## config.mk

```make
export PLATFORM = sky130hd
export DESIGN_NAME = lamp_strike_run_fault_sequencer
export DESIGN_NICKNAME = d
export VERILOG_FILES = /design/src/include/lamp_seq_pkg.sv /design/src/hw/lamp_strike_run_fault_sequencer.sv /design/src/hw/pin_sync.sv /design/src/hw/rise_detect.sv
export VERILOG_INCLUDE_DIRS = /design/src /design/src/include
export SDC_FILE = /design/constraint.sdc
export NUM_CORES = 1
export LEC_CHECK = 0
export ABC_CLOCK_PERIOD_IN_PS = 2650
export BUFFER_PORTS_ARGS = -buffer_cell sky130_fd_sc_hd__buf_2
export CAP_MARGIN = 20
export CORE_MARGIN = 5
export CORE_UTILIZATION = 60
export DETAILED_ROUTE_END_ITERATION = 7
export PLACE_DENSITY = 0.85
export REMOVE_ABC_BUFFERS = 1
export SYNTH_ARGS = -nofsm -noshare
export SYNTH_HDL_FRONTEND = slang
export SYNTH_SLANG_ARGS = --single-unit
export TNS_END_PERCENT = 1
```

## constraint.sdc

```tcl
create_clock -name clk_sys -period 2.65 [get_ports clk_sys]
set_clock_uncertainty 0.2 [all_clocks]
set_input_delay 0 -clock clk_sys [delete_from_list [all_inputs] [get_ports clk_sys]]
set_output_delay 0 -clock clk_sys [all_outputs]
set_load 0.01 [all_outputs]
```

## src/include/lamp_seq_regs.svh

```systemverilog
// Purpose: Timing counts and field constants for the lamp mode sequencer
// Assumes: Counts are in ramp clock periods
// Notes: Definitions only
`ifndef LAMP_SEQ_REGS_SVH
`define LAMP_SEQ_REGS_SVH
`define SWEEP_LEN 16'h4000
`define SWEEP_COUNT 5'h10
`define STRIKE_SWEEPS 5'h0F
`define POWER_ON_DELAY_RAMPS 16'h4000
`define IGNITE_PULSES 4'h8
`define RUN_WINDOW_RAMPS 16'h2000
`define DAC_MULT 4'h5
`endif

```

## src/include/lamp_seq_pkg.sv

```systemverilog
// Purpose: Types shared by the lamp mode sequencer
// Assumes: Nothing
// Notes: Gray coded modes along power-on, strike, run, fault
package lamp_seq_pkg;
	typedef enum logic [1:0] {
		MODE_DELAY = 2'h0,
		MODE_STRIKE = 2'h1,
		MODE_RUN = 2'h3,
		MODE_FAULT = 2'h2
	} mode_e;
endpackage

```

## src/hw/lamp_strike_run_fault_sequencer.sv

```systemverilog
// Purpose: Power-on delay, strike, run and fault sequencer for a lamp inverter
// Assumes: clk_sys is the ramp clock, twice the lamp current frequency; rstn is supply power-up
// Notes: Lamp pulses arrive as a comparator pin and are synchronised here
//   Enable, lamp pulse and over-voltage pins each cost two cycles of latency
//   One sweep of SWEEP_RAMPS ramps is the power-on delay; fifteen more bound strike
`timescale 1ns/100ps
`default_nettype none
`include "lamp_seq_regs.svh"
module lamp_strike_run_fault_sequencer #(
	parameter int SWEEP_RAMPS = `POWER_ON_DELAY_RAMPS,
	parameter int RUN_WINDOW = `RUN_WINDOW_RAMPS,
	parameter int DAC_W = 12,
	parameter logic [11:0] RUN_CODE = 12'h199
) (
	input wire logic clk_sys,
	input wire logic rstn,
	input wire logic ce,
	input wire logic enable,
	input wire logic lamp_current_sense,
	input wire logic overvoltage_sense,
	input wire logic driveReqA,
	input wire logic driveReqB,
	output logic drive_out_a,
	output logic drive_out_b,
	output logic fault_indicator_pin,
	output logic dacSelect,
	output logic [DAC_W-1:0] dacCode,
	output logic [1:0] modeOut
);
	lamp_seq_pkg::mode_e mode_reg;
	lamp_seq_pkg::mode_e mode_next;
	// Synchronised pin levels and their rising edges
	logic enSync;
	logic pulseSync;
	logic ovSync;
	logic enRise;
	logic pulseRise;
	// Sequencing counters and latches
	logic [15:0] rampCnt_reg;
	logic [4:0] sweepCnt_reg;
	logic [3:0] pulseCnt_reg;
	logic [15:0] winCnt_reg;
	logic frozen_reg;
	logic struck_reg;
	// Decoded events for the current cycle
	logic sweepEnd;
	logic lastSweepEnd;
	logic winEnd;
	logic ignited;
	logic windowLit;
	logic freezeNow;
	logic dacAtCeiling;

	// Pulse threshold met, counting a rise that lands in this very cycle
	// Shared by the strike ignition test and the run window test
	// Counting the live rise saves one cycle of drive at the threshold
	function automatic logic pulses_met(input logic [3:0] count, input logic rise);
		pulses_met = (count >= `IGNITE_PULSES) || ((count == 4'(`IGNITE_PULSES - 1)) && rise);
	endfunction

	// Modes in which the output drivers may follow their requests
	// Delay and fault both keep the drivers inhibited
	// Used for both drivers so their gating can never drift apart
	function automatic logic drive_allowed(input lamp_seq_pkg::mode_e mode);
		drive_allowed = (mode == lamp_seq_pkg::MODE_STRIKE) || (mode == lamp_seq_pkg::MODE_RUN);
	endfunction

	// Enable pin capture
	pin_sync uEnSync (
		.clk_sys(clk_sys),
		.rstn(rstn),
		.ce(ce),
		.pinIn(enable),
		.pinOut(enSync)
	);

	// Lamp current comparator capture
	pin_sync uPulseSync (
		.clk_sys(clk_sys),
		.rstn(rstn),
		.ce(ce),
		.pinIn(lamp_current_sense),
		.pinOut(pulseSync)
	);

	// Over-voltage comparator capture
	pin_sync uOvSync (
		.clk_sys(clk_sys),
		.rstn(rstn),
		.ce(ce),
		.pinIn(overvoltage_sense),
		.pinOut(ovSync)
	);

	// Enable rise restarts the sequence
	// Its history flop resets low like the idle pin, so reset gives no false edge
	rise_detect uEnRise (
		.clk_sys(clk_sys),
		.rstn(rstn),
		.ce(ce),
		.levelIn(enSync),
		.risePulse(enRise)
	);

	// One pulse per lamp current cycle
	// The comparator idles low, so the first rise after reset is a real one
	rise_detect uPulseRise (
		.clk_sys(clk_sys),
		.rstn(rstn),
		.ce(ce),
		.levelIn(pulseSync),
		.risePulse(pulseRise)
	);

	// Sweep boundary, last strike sweep and run window boundary
	assign sweepEnd = (rampCnt_reg == 16'(SWEEP_RAMPS - 1));
	assign lastSweepEnd = sweepEnd && (sweepCnt_reg == `STRIKE_SWEEPS);
	assign winEnd = (winCnt_reg == 16'(RUN_WINDOW - 1));

	// Eight pulses ignite in strike and keep a run window alive
	assign ignited = pulses_met(pulseCnt_reg, pulseRise);
	assign windowLit = pulses_met(pulseCnt_reg, pulseRise);

	// Sweep freezes on the synchronised trip at once, then by the latch
	assign freezeNow = frozen_reg || ovSync;
	assign dacAtCeiling = (dacCode >= DAC_W'(RUN_CODE * `DAC_MULT));

	// Mode transitions
	always_comb begin
		mode_next = mode_reg;
		case (mode_reg)
			lamp_seq_pkg::MODE_DELAY: begin
				if (enSync && sweepEnd && sweepCnt_reg == 5'h00) begin
					mode_next = struck_reg ? lamp_seq_pkg::MODE_FAULT : lamp_seq_pkg::MODE_STRIKE;
				end
			end
			lamp_seq_pkg::MODE_STRIKE: begin
				// Ignition wins over a timeout on the same edge
				if (ignited) begin
					mode_next = lamp_seq_pkg::MODE_RUN;
				end else if (lastSweepEnd) begin
					mode_next = lamp_seq_pkg::MODE_FAULT;
				end
			end
			lamp_seq_pkg::MODE_RUN: begin
				// A window that ends short of eight pulses means the lamp went out
				if (winEnd && !windowLit) begin
					mode_next = lamp_seq_pkg::MODE_FAULT;
				end
			end
			lamp_seq_pkg::MODE_FAULT: begin
				mode_next = lamp_seq_pkg::MODE_FAULT;
			end
			default: begin
				mode_next = lamp_seq_pkg::MODE_FAULT;
			end
		endcase
		// Enable low overrides every mode and parks the sequencer in delay
		if (!enSync) begin
			mode_next = lamp_seq_pkg::MODE_DELAY;
		end
	end

	// Mode register; enable rise restarts the delay
	// The restart wins over mode_next so a fault cannot outlive an enable cycle
	always_ff @(posedge clk_sys or negedge rstn) begin
		if (!rstn) begin
			mode_reg <= lamp_seq_pkg::MODE_DELAY;
		end else if (ce) begin
			if (enRise) begin
				mode_reg <= lamp_seq_pkg::MODE_DELAY;
			end else begin
				mode_reg <= mode_next;
			end
		end
	end

	// Strike-once latch, cleared by enable low or power cycle
	// Enable low clears it on the same edge that returns the mode to delay, so a later pass through delay still reaches strike
	always_ff @(posedge clk_sys or negedge rstn) begin
		if (!rstn) begin
			struck_reg <= 1'b0;
		end else if (ce) begin
			if (!enSync) begin
				struck_reg <= 1'b0;
			end else if (mode_reg == lamp_seq_pkg::MODE_STRIKE) begin
				struck_reg <= 1'b1;
			end
		end
	end

	// Ramp counter: ramps within one sweep, cleared outside delay and strike
	// Run and fault park it so a later enable always starts a whole delay sweep
	always_ff @(posedge clk_sys or negedge rstn) begin
		if (!rstn) begin
			rampCnt_reg <= 16'h0000;
		end else if (ce) begin
			if (enRise || !enSync || mode_reg == lamp_seq_pkg::MODE_RUN || mode_reg == lamp_seq_pkg::MODE_FAULT) begin
				rampCnt_reg <= 16'h0000;
			end else if (sweepEnd) begin
				rampCnt_reg <= 16'h0000;
			end else begin
				rampCnt_reg <= rampCnt_reg + 16'h0001;
			end
		end
	end

	// Sweep counter: sweep 0 is the power-on delay, sweeps 1 to 15 are strike
	// Sixteen sweeps from delay start bound the whole strike attempt
	always_ff @(posedge clk_sys or negedge rstn) begin
		if (!rstn) begin
			sweepCnt_reg <= 5'h00;
		end else if (ce) begin
			if (enRise || !enSync || mode_reg == lamp_seq_pkg::MODE_RUN || mode_reg == lamp_seq_pkg::MODE_FAULT) begin
				sweepCnt_reg <= 5'h00;
			end else if (sweepEnd) begin
				sweepCnt_reg <= sweepCnt_reg + 5'h01;
			end
		end
	end

	// Lamp pulse counter: strike accumulates, run restarts it each window
	// A rise on the clearing edge is dropped; the window keeps ample margin
	always_ff @(posedge clk_sys or negedge rstn) begin
		if (!rstn) begin
			pulseCnt_reg <= 4'h0;
		end else if (ce) begin
			if (mode_reg == lamp_seq_pkg::MODE_DELAY || mode_reg == lamp_seq_pkg::MODE_FAULT) begin
				pulseCnt_reg <= 4'h0;
			end else if (mode_reg == lamp_seq_pkg::MODE_STRIKE && mode_next == lamp_seq_pkg::MODE_RUN) begin
				pulseCnt_reg <= 4'h0;
			end else if (mode_reg == lamp_seq_pkg::MODE_RUN && winEnd) begin
				pulseCnt_reg <= 4'h0;
			end else if (pulseRise && pulseCnt_reg != 4'hF) begin
				pulseCnt_reg <= pulseCnt_reg + 4'h1;
			end
		end
	end

	// Run window counter: counts ramps only while running
	// Held at zero elsewhere so the first window starts with run itself
	always_ff @(posedge clk_sys or negedge rstn) begin
		if (!rstn) begin
			winCnt_reg <= 16'h0000;
		end else if (ce) begin
			if (mode_reg != lamp_seq_pkg::MODE_RUN || winEnd) begin
				winCnt_reg <= 16'h0000;
			end else begin
				winCnt_reg <= winCnt_reg + 16'h0001;
			end
		end
	end

	// Over-voltage freeze latch
	// Held until strike ends so the strike voltage stays at its safe level
	always_ff @(posedge clk_sys or negedge rstn) begin
		if (!rstn) begin
			frozen_reg <= 1'b0;
		end else if (ce) begin
			if (mode_reg != lamp_seq_pkg::MODE_STRIKE) begin
				frozen_reg <= 1'b0;
			end else if (ovSync) begin
				frozen_reg <= 1'b1;
			end
		end
	end

	// DAC sawtooth from run code to five times it within each sweep
	always_ff @(posedge clk_sys or negedge rstn) begin
		if (!rstn) begin
			dacCode <= DAC_W'(RUN_CODE);
		end else if (ce) begin
			if (mode_reg != lamp_seq_pkg::MODE_STRIKE) begin
				dacCode <= DAC_W'(RUN_CODE);
			end else if (freezeNow) begin
				dacCode <= dacCode;
			end else if (sweepEnd) begin
				dacCode <= DAC_W'(RUN_CODE);
			// At the ceiling the code waits for the sweep end
			end else if (!dacAtCeiling) begin
				dacCode <= dacCode + DAC_W'(1);
			end
		end
	end

	// Frequency source select: DAC only in strike
	// Combinational so the source swaps on the same edge as the mode
	assign dacSelect = (mode_reg == lamp_seq_pkg::MODE_STRIKE);

	// Driver A follows its request only while strike or run is next
	// Gating on mode_next drops it on the edge the mode leaves; an enable restart blanks it
	always_ff @(posedge clk_sys or negedge rstn) begin
		if (!rstn) begin
			drive_out_a <= 1'b0;
		end else if (ce) begin
			drive_out_a <= driveReqA && drive_allowed(mode_next) && !enRise;
		end
	end

	// Driver B, same gating as driver A
	// Both outputs share one decode so they can never disagree on the mode
	always_ff @(posedge clk_sys or negedge rstn) begin
		if (!rstn) begin
			drive_out_b <= 1'b0;
		end else if (ce) begin
			drive_out_b <= driveReqB && drive_allowed(mode_next) && !enRise;
		end
	end

	// Fault indicator rises with the edge that enters fault and stands there
	always_ff @(posedge clk_sys or negedge rstn) begin
		if (!rstn) begin
			fault_indicator_pin <= 1'b0;
		end else if (ce) begin
			fault_indicator_pin <= (mode_next == lamp_seq_pkg::MODE_FAULT) && !enRise;
		end
	end

	// Present mode for monitoring, Gray coded
	assign modeOut = mode_reg;
endmodule
`default_nettype wire

```

## src/hw/pin_sync.sv

```systemverilog
// Purpose: Two flop synchroniser for one pin
// Assumes: Single clock domain
// Notes: First flop only feeds the second
`timescale 1ns/100ps
`default_nettype none
module pin_sync (
	input wire logic clk_sys,
	input wire logic rstn,
	input wire logic ce,
	input wire logic pinIn,
	output logic pinOut
);
	logic stage1Reg;
	// Two stage capture
	always_ff @(posedge clk_sys or negedge rstn) begin
		if (!rstn) begin
			stage1Reg <= 1'b0;
			pinOut <= 1'b0;
		end else if (ce) begin
			stage1Reg <= pinIn;
			pinOut <= stage1Reg;
		end
	end
endmodule
`default_nettype wire

```

## src/hw/rise_detect.sv

```systemverilog
// Purpose: Rising edge pulse from a synchronised level
// Assumes: Input already synchronised
// Notes: One cycle pulse
`timescale 1ns/100ps
`default_nettype none
module rise_detect (
	input wire logic clk_sys,
	input wire logic rstn,
	input wire logic ce,
	input wire logic levelIn,
	output logic risePulse
);
	logic levelDlyReg;
	// Previous value
	always_ff @(posedge clk_sys or negedge rstn) begin
		if (!rstn) begin
			levelDlyReg <= 1'b0;
		end else if (ce) begin
			levelDlyReg <= levelIn;
		end
	end
	// Edge output
	assign risePulse = ce & levelIn & ~levelDlyReg;
endmodule
`default_nettype wire

```

==> results of run 1 <==
-- final timing paths --
check                                                    from                             to  cells after the start
worst min register to register  uEnSync.stage1Reg$_DFFE_PN0P_     uEnSync.pinOut$_DFFE_PN0P_                      2
worst min-delay path                                     rstn         dacCode[6]$_DFFE_PN0P_                      2
min in group clk_sys                                   enable  uEnSync.stage1Reg$_DFFE_PN0P_                      3
worst max-delay path                   dacCode[0]$_DFFE_PN1P_         dacCode[8]$_DFFE_PN1P_                      8
worst max register to register         dacCode[0]$_DFFE_PN1P_         dacCode[8]$_DFFE_PN1P_                      8
max in group asynchronous                                rstn         dacCode[3]$_DFFE_PN1P_                      3
-- cell usage in the layout, fill, tap and decap left out, types with 3 or more instances in the layout --
master / instances
a22o_1: 8
a21oi_1: 19
clkinv_2: 3
nand2_1: 29
nand2b_1: 3
nor4_1: 7
o2bb2ai_1: 5
or3_1: 9
clkbuf_8: 9
o211ai_1: 3
xor2_1: 10
o21a_1: 5
nor2b_1: 3
o21ai_0: 24
nand4_1: 13
and4_1: 3
mux2i_1: 5
buf_2: 25
buf_4: 16
xnor2_1: 7
nor2_1: 38
dfrtp_1: 63
dlygate4sd3_1: 7
a31oi_1: 4
ha_1: 10
dfstp_2: 5
inv_1: 20
nor3_1: 12
or4_1: 3
mux2_2: 8
and3_1: 4
nand3_1: 21
-- final cells by class --
class | count | area share
Multi-Input combinational cell | 281 | 0.427
Tap cell | 75 | 0.0222
Clock inverter | 7 | 0.0216
Sequential cell | 68 | 0.403
Inverter | 20 | 0.0177
Clock buffer | 9 | 0.0293
Timing Repair Buffer | 49 | 0.0792
-- per-stage QoR --
stage / area, um^2 / TNS [ns]
after floorplan: 3580 / 0
after global placement: 3930 / 0
after detailed placement: 3930 / 0
after CTS: 4210 / 0
after global routing: 4230 / -0.212
final: 4230 / 0
-- critical path, cell delays in order, from the launching register on --
cell and delay [ns]:
dfstp_2 0.63, inv_1 0.06, ha_1 0.19, nand2b_1 0.07, a41oi_1 0.18, o211ai_1 0.59, buf_4 0.22, nor3_1 0.04
or3b_1 0.36
-- cell families (layout without fill, tap and decap cells) --
group / count (synthesis) / count (layout) / synth area share
AO/OA/AOI/OAI: 87 / 87 / 0.164
AND/OR/NAND/NOR: 154 / 154 / 0.218
adder cells (fa/ha/maj): 10 / 10 / 0.0344
flip-flops: 68 / 68 / 0.470
buffers and inverters: 30 / 85 / 0.0344
XOR/XNOR: 17 / 17 / 0.0410
multiplexers: 13 / 13 / 0.0386
-- power groups by stage --
stage	combinational, W	clock [W]	sequential (W)
floorplan	0.0000873	0	0.00110
global placement	0.000150	0	0.00110
detailed placement	0.000157	0	0.00111
CTS	0.000167	0.000948	0.00109
global route	0.000188	0.00100	0.00109
finish	0.000167	0.000932	0.00109
-- repair_timing --
| item | 4_1_cts | 5_1_grt |
|---|---|---|
| setup buffers | 0 | 2 |
| setup endpoints to repair | 0 | 8 |
| resized for setup | 0 | 2 |
| hold endpoints to repair | 77 | 0 |
| hold buffers | 7 | 0 |
-- per-layer routing --
metal | track usage | wire length (um) | up-vias | part of all wire
met5 | 0 | 0 | - | 0
met4 | 0.105 | 210 | 0 | 0.026
met3 | 0.0433 | 365 | 22 | 0.044
met2 | 0.379 | 4000 | 94 | 0.49
met1 | 0.301 | 3630 | 1554 | 0.44
li1 | - | - | 1488 | -
==> metrics, run 1 <==
outcome=finished clean; Cells after DPL=484; fin crit period=about 2.6 ns; vias per cell=6.20; wirelength, routed=roughly 8.2 mm; Syn Inst Count=approximately 380; CP Data Arrival Time=between 2 and 3 ns; clk sinks=68; die area=~7700 um^2; Port Buf Inserts=25; Max VDD drop=0.000346 V; IO Pins=26; Static Leak=~1.9 nW; CP endpoint kind=register; clk_lat worst skew=between 0.3 and 0.4 ns; Max Buffers Root-to-Sink=2; largest net degree at the start of global routing=38; GRT Total Usage=0.232; Worst-Margin Slew=between 0.7 and 0.8 ns; critical path class=register to register; dpl hpwl=between 5 and 6 mm; flops & latches, synth=approximately 70; Comb power frac=0.077; Switching Fraction=0.244; Sequential Area=about 1700 um^2; critical path startpoint category=register; Pwr Total=roughly 0.0022 W; fmax=around 0.38 GHz; hold_ws=a little under 0.04 ns; Psw=about 0.00053 W; Reg power frac=0.497; Int Power=between 0.0015 and 0.002 W; fillcell total=~420; RSZ-0062 raised after global routing=yes; Yosys warnings=0; CTS tree=done; vias in the first global route=between 3k and 4k; vias post-DR=roughly 3.2k; first-pass iteration count of the detailed router=4; ys async rst share=1.00; core area=5920 um^2; pre-CTS setup slack=approximately 0.096 ns; initial detailed-routing violation count=between 200 and 250; Synth top cells by count=dfrtp_1 (63), nor2_1 (38), nand2_1 (29); n_diodes=0; Tcrit/Tclk final=0.992; Final Max Tran Viols=0; Final Net Count=around 450; cts bufs inserted=9; GPL Wtd Cong=approximately 0.79; Routed Antenna Nets=0; Worst Hold Class=input port to async pin; DRC=0; Synth Flop Type=dfrtp_1; Clock Tree Root=clkbuf_8; initial antenna violation count=0; mapped cell area=approximately 3600 um^2; first-pass GRT wire length=14.1 mm; grt ovf=0; Worst slew margin=0.524; setup violators final=0; die height=87.8 um; Layout area overhead=16.5%; drt wl/cell=approximately 16 um; Syn Area/Cell=9.59 um^2; Crit path required time=2.72 ns; # rows=28; Seq/Total Area, Yosys=0.470; clk slew on worst S/H paths=around 0.07 ns; Synth area leaders=dfrtp_1 (43%), nor2_1 (3.9%), dfstp_2 (3.6%), ha_1 (3.4%), o21ai_0 (3.3%); Distinct cells, synth=52; Initial Util=0.614; H-tree levels=3; Yosys top cell area share=0.434; Worst Path Max Fanout=9; max_cap viols=0; final core occ=0.715; area leader, netlist=dfrtp_1; most common cell in the netlist=dfrtp_1; power density over the cells=517 nW/um^2; Clock power frac=0.426; R2R Setup Slk=roughly 0.021 ns; ratio of cells with drive above 1 in the final layout=0.187; Post-synth EDFFs=0; Setup WS post-layout=slightly above 0.02 ns; non-filler instance count after layout=just over 500; Die Width=87.8 um; Multi-input gate area=between 1500 and 2000 um^2; final hold violation count=0
No activity file was read; power rests on OpenSTA's default activity.
==> run 2: changes to the inputs <==
Settings changed: REMOVE_ABC_BUFFERS 1 to not set.
==> run 2 against run 1 <==
Against the previous run:
- total power down 4.2%
- flip-flop and latch count unchanged
- highest routed layer unchanged
- sequential share of layout area increased by 0.25 points
- via count down 2.9%
- critical path depth down 2
- maximum frequency rose by 1.6%
==> metrics, run 2 (synthesis gave the netlist of run 1 again) <==
Die Width=87.8 um (unchanged); GPL Wtd Cong=0.884 (+11%); power density over the cells=498 nW/um^2 (-3.6%); Tcrit/Tclk final=0.976 (-0.0160); Initial Util=0.614 (unchanged); DRC=0 (unchanged); non-filler instance count after layout=509 (unchanged); H-tree levels=3 (unchanged); Worst slew margin=0.525 (+0.00124); Port Buf Inserts=25 (unchanged); max_cap viols=0 (unchanged); Max Buffers Root-to-Sink=2 (unchanged); max layer used=met4; core area=5920 um^2 (unchanged); clk_lat worst skew=0.35 ns (about the same); pre-CTS setup slack=-0.00610 ns (-0.103 ns); Worst Hold Class=input port to async pin; vias per cell=6.02 (-2.9%); ratio of cells with drive above 1 in the final layout=0.184 (-0.00230); post-route cell area=4210 um^2 (-0.62%); Critical Path Slowest Stage Cell=or4_1; Comb power frac=0.081 (+0.004); Psw=0.000512 W (-4.3%); outcome=finished clean; clk sinks=68 (unchanged); Cells after DPL=486 (+0.41%); routed wl met3=465 um (+27%); Pwr Total=0.00210 W (-4.2%); Setup WS post-layout=0.0631 ns (+0.0423 ns); setup violators final=0 (unchanged); first-pass GRT wire length=14.4 mm (+2.3%); Max VDD drop=0.000399 V (+15%); crit-path cells=ha_2, or3b_4, o41ai_4, o21ai_2, or4_1, a21oi_1; critical path startpoint category=register; hold_ws=0.0383 ns (-0.000285 ns); Clock Tree Root=clkbuf_8; RSZ-0062 raised after global routing=no; Worst-Margin Slew=0.713 ns (-0.00185 ns); worst setup path startpoint=rampCnt_reg[1]$_DFFE_PN0P_; Metal-1 WL=3.63 mm (about the same); post-synth net total=397; initial detailed-routing violation count=247 (+22%); Area after DPL=3930 um^2 (about the same); final hold violation count=0 (unchanged); die height=87.8 um (unchanged); # rows=28 (unchanged); fin crit period=2.59 ns (-0.0423 ns); drt wl/cell=16.3 um (+1.2%); IO Pins=26 (unchanged); grt ovf=0 (unchanged); CTS tree=done; commonest non-fill, non-tap cell in the layout=dfrtp_1; Static Leak=1.84 nW (-0.65%); cts bufs inserted=9 (unchanged); largest stage delay on the critical path=0.49 ns (-0.14 ns); fmax=0.387 GHz (+1.6%); fillcell total=435 (+4.3%); die area=7710 um^2 (unchanged); n_diodes=0 (unchanged); Switching Fraction=0.244 (-0.000300); largest net degree at the start of global routing=31 (-18%); Int Power=0.00159 W (-4.1%); Worst Path Max Fanout=11 (+2); CP endpoint kind=register; Critical R2R Launch=rampCnt_reg[1]$_DFFE_PN0P_; commonest non-fill, non-tap cells in the layout=dfrtp_1 (63), nor2_1 (38), nand2_1 (29); clk slew on worst S/H paths=0.08 ns (about the same); met2 routed wirelength=4.07 mm (+1.7%); first-pass iteration count of the detailed router=5 (+1); wirelength, routed=8.31 mm (+1.2%); Final Max Tran Viols=0 (unchanged); CP Data Arrival Time=2.66 ns (-0.04 ns); GRT Total Usage=0.240 (+0.00753); dpl hpwl=5.61 mm (-0.67%); vias in the first global route=2960 (-3.5%); Routed Antenna Nets=0 (unchanged); initial antenna violation count=0 (unchanged); Crit path required time=2.72 ns (about the same); Final Net Count=448 (+0.22%); Clock power frac=0.400 (-0.026); Layout area overhead=15.8%; Reg power frac=0.519 (+0.022); critical path class=register to register; vias post-DR=3065 (-2.9%)
-- run 2: worst max-delay path: cells and delay by family, from the launching register on --
kind | cells | cell delay (ns)
flops | 1 | 0.40
compound gates | 3 | 0.77
fa+ha+maj | 1 | 0.23
simple gates | 2 | 0.92
-- run 2: layer usage --
metal,track usage,vias to the layer above
met5,0,-
met3,0.0395,11
met4,0.100,0
met1,0.319,1449
li1,-,1482
met2,0.390,123
-- run 2: cell type report --
cell class              count  area (um^2)  area share
multi-input cells         281         1820       0.432
clock inverters             2         35.0     0.00833
clock buffers              13          149      0.0354
well taps                  75         93.8      0.0223
inverters                  20         75.1      0.0178
repair buffers             50          330      0.0785
flip-flops and latches     68         1710       0.406
-- run 2: through the flow --
step / setup TNS [ns] / util
2_1_floorplan: 0 / -
3_3_place_gp: 0 / 0.664
3_5_place_dp: -0.00610 / 0.664
4_1_cts: 0 / 0.708
5_1_grt: 0 / 0.711
6_report: 0 / 0.711
-- run 2: power groups by stage --
| stage | combinational, W | clock, W | sequential [W] |
|---|---|---|---|
| global placement | 0.000153 | 0 | 0.00110 |
| CTS | 0.000169 | 0.000845 | 0.00109 |
| floorplan | 0.0000988 | 0 | 0.00110 |
| global route | 0.000194 | 0.000900 | 0.00109 |
| finish | 0.000170 | 0.000839 | 0.00109 |
| detailed placement | 0.000159 | 0 | 0.00111 |
-- run 2: path summary, 6_finish.rpt --
path	to	slack, ns	cells past startpoint
min in group clk_sys	uOvSync.stage1Reg$_DFFE_PN0P_	0.24	3
max in group asynchronous	dacCode[8]$_DFFE_PN1P_	1.42	3
hold / removal	sweepCnt_reg[1]$_DFFE_PN0P_	0.04	2
setup / recovery	dacCode[5]$_DFFE_PN0P_	0.06	6
hold reg to reg	winCnt_reg[15]$_DFFE_PN0P_	0.29	1
setup reg to reg	dacCode[5]$_DFFE_PN0P_	0.06	6
-- run 2: repair_timing --
| item | in CTS | in global routing |
|---|---|---|
| setup endpoints to repair | 1 | 8 |
| endpoints found under the hold margin | 39 | 0 |
| pin swaps | 0 | 1 |
| gates resized for setup | 1 | 3 |
| hold buffers | 7 | 0 |
| buffers inserted | 0 | 1 |
| gates cloned | 0 | 0 |
==> run 3: changes to the inputs <==
Settings changed: CORE_UTILIZATION 60 to 55, PLACE_DENSITY 0.85 to 0.8.
==> run 3 against run 2 <==
Against the previous run:
- sequential power about the same
- combinational power about the same
- clock-buffer cell count unchanged
- final area up 1.4%
- critical path type unchanged
- critical endpoint is now drive_out_a$_DFFE_PN0P_
==> metrics, run 3 (synthesis gave the netlist of run 1 again) <==
fin crit period=2.55 ns (-0.0402 ns); clk sinks=68 (unchanged); outcome=finished clean; IO Pins=26 (unchanged); crit-path cells=ha_1, or3b_4, or4_1, o21ai_2, nand3_1, a32o_1; Die Width=91.3 um (+3.9%); initial detailed-routing violation count=149 (-40%); Tcrit/Tclk final=0.961 (-0.0152); DRC=0 (unchanged); first-pass GRT wire length=14.1 mm (-1.9%); critical path startpoint category=register; Max Buffers Root-to-Sink=2 (unchanged); largest stage delay on the critical path=0.61 ns (+0.12 ns); Port Buf Inserts=25 (unchanged); Switching Fraction=0.241 (-0.00279); Worst slew margin=0.435 (-0.0898); Clock power frac=0.410 (+0.010); ratio of cells with drive above 1 in the final layout=0.189 (+0.00430); Routed Antenna Nets=0 (unchanged); GPL Wtd Cong=0.901 (+2.0%); non-filler instance count after layout=517 (+1.6%); Initial Util=0.569 (-0.0447); vias in the first global route=3015 (+1.9%); Psw=0.000514 W (+0.51%); Worst-Margin Slew=0.848 ns (+0.135 ns); grt ovf=0 (unchanged); commonest non-fill, non-tap cell in the layout=dfrtp_1; max layer used=met4; GRT Total Usage=0.206 (-0.0335); Comb power frac=0.079 (-0.002); n_diodes=0 (unchanged); CP Data Arrival Time=2.58 ns (-0.08 ns); Worst Hold Class=input port to async pin; CTS tree=done; dpl hpwl=5.50 mm (-2.0%); die area=8330 um^2 (+8.0%); H-tree levels=3 (unchanged); fillcell total=481 (+11%); core area=6390 um^2 (+7.9%); first-pass iteration count of the detailed router=6 (+1); Max VDD drop=0.000394 V (-1.1%); post-synth net total=397 (unchanged); Final Net Count=453 (+1.1%); clk_lat worst skew=0.35 ns (about the same); vias post-DR=3097 (+1.0%); Setup WS post-layout=0.103 ns (+0.0402 ns); cts bufs inserted=9 (unchanged); Reg power frac=0.510 (-0.009); die height=91.3 um (+3.9%); setup_tns=0 ns (unchanged); critical path class=register to register; drt wl/cell=15.6 um (-4.1%); setup violators final=0 (unchanged); # rows=29 (+3.6%); clk slew on worst S/H paths=0.07 ns (about the same); power density over the cells=500 nW/um^2 (+0.30%); Static Leak=1.86 nW (+1.0%); fmax=0.393 GHz (+1.6%); Cells after DPL=490 (+0.82%); RSZ-0062 raised after global routing=yes; commonest non-fill, non-tap cells in the layout=dfrtp_1 (63), nor2_1 (38), nand2_1 (29); largest net degree at the start of global routing=69 (+120%); Critical Path Slowest Stage Cell=or4_1; Final Max Tran Viols=0 (unchanged); initial antenna violation count=0 (unchanged); Clock Tree Root=clkbuf_8; Int Power=0.00162 W (+2.0%); routed wl met3=338 um (-27%); met2 routed wirelength=4.01 mm (-1.5%); Layout area overhead=17.3%; hold_ws=0.178 ns (+0.139 ns); CP endpoint kind=register; Worst Path Max Fanout=5 (-6); max_cap viols=0 (unchanged); Crit path required time=2.68 ns (-0.04 ns); final hold violation count=0 (unchanged); pre-CTS setup slack=0.118 ns (+0.124 ns); vias per cell=5.99 (-0.52%); wirelength, routed=8.09 mm (-2.6%); Metal-1 WL=3.58 mm (-1.4%)
==> run 3: changes by cell type in the layout (fill, tap and decap cells not counted) <==
cell / delta
dlygate4sd3_1: +2
clkbuf_8: +1
o21ai_0: -2
clkinv_2: -1
buf_4: +3
nand3_2: -1
clkbuf_1: -1
clkinvlp_4: +2
ha_2: -1
ha_1: +1
nand3_1: +1
o21ai_1: +2
==> run 3: path summary, 6_finish.rpt <==
path                                             from                         end  slack [ns]  cells past startpoint
setup / recovery           rampCnt_reg[0]$_DFFE_PN0P_     drive_out_a$_DFFE_PN0P_        0.10                      6
hold / removal                                   rstn  rampCnt_reg[7]$_DFFE_PN0P_        0.18                      3
setup reg to reg           rampCnt_reg[0]$_DFFE_PN0P_     drive_out_a$_DFFE_PN0P_        0.10                      6
hold reg to reg            winCnt_reg[15]$_DFFE_PN0P_  winCnt_reg[15]$_DFFE_PN0P_        0.29                      1
max in group asynchronous                        rstn      struck_reg$_DFFE_PN0P_        1.52                      3
min in group clk_sys                        driveReqA     drive_out_a$_DFFE_PN0P_        0.24                      3
==> run 3: worst max-delay path, delay by kind of cell (launching register included) <==
family | cells | cell delay (ns)
DFF | 1 | 0.40
and+or+nand+nor | 3 | 1.18
AOI/OAI and AO/OA | 2 | 0.46
adders and majority gates | 1 | 0.19
==> run 3: layout make-up <==
class	instances	area, um^2	area share
Clock inverter	3	45.0	0.0106
Sequential cell	68	1710	0.400
Timing Repair Buffer	55	373	0.0874
Clock buffer	13	159	0.0373
Tap cell	77	96.3	0.0226
Inverter	20	75.1	0.0176
Multi-Input combinational cell	281	1810	0.424
==> run 3: timing repair <==
| action | CTS | global route |
|---|---|---|
| endpoints found under the hold margin | 81 | 0 |
| hold buffers | 9 | 0 |
| setup buffers | 0 | 2 |
| resized for setup | 0 | 4 |
| setup endpoints to repair | 0 | 8 |
==> run 3: metal layers <==
metal / vias to the layer above / GRT usage
met5: - / 0
met4: 0 / 0.0929
met3: 17 / 0.0446
met2: 75 / 0.334
met1: 1510 / 0.265
li1: 1495 / -
==> run 3: power groups by stage <==
stage | Combinational (W) | Clock [W] | Sequential [W]
finish | 0.000169 | 0.000875 | 0.00109
global route | 0.000194 | 0.000950 | 0.00109
CTS | 0.000168 | 0.000891 | 0.00109
detailed placement | 0.000155 | 0 | 0.00111
global placement | 0.000150 | 0 | 0.00110
floorplan | 0.0000988 | 0 | 0.00110
==> run 3: through the flow <==
stage	utilization	instance area, um^2	total power (W)
CTS	0.664	4240	0.00215
global placement	0.618	3950	0.00125
finish	0.668	4270	0.00213
floorplan	-	3630	0.00120
detailed placement	0.618	3950	0.00126
global route	0.668	4270	0.00224
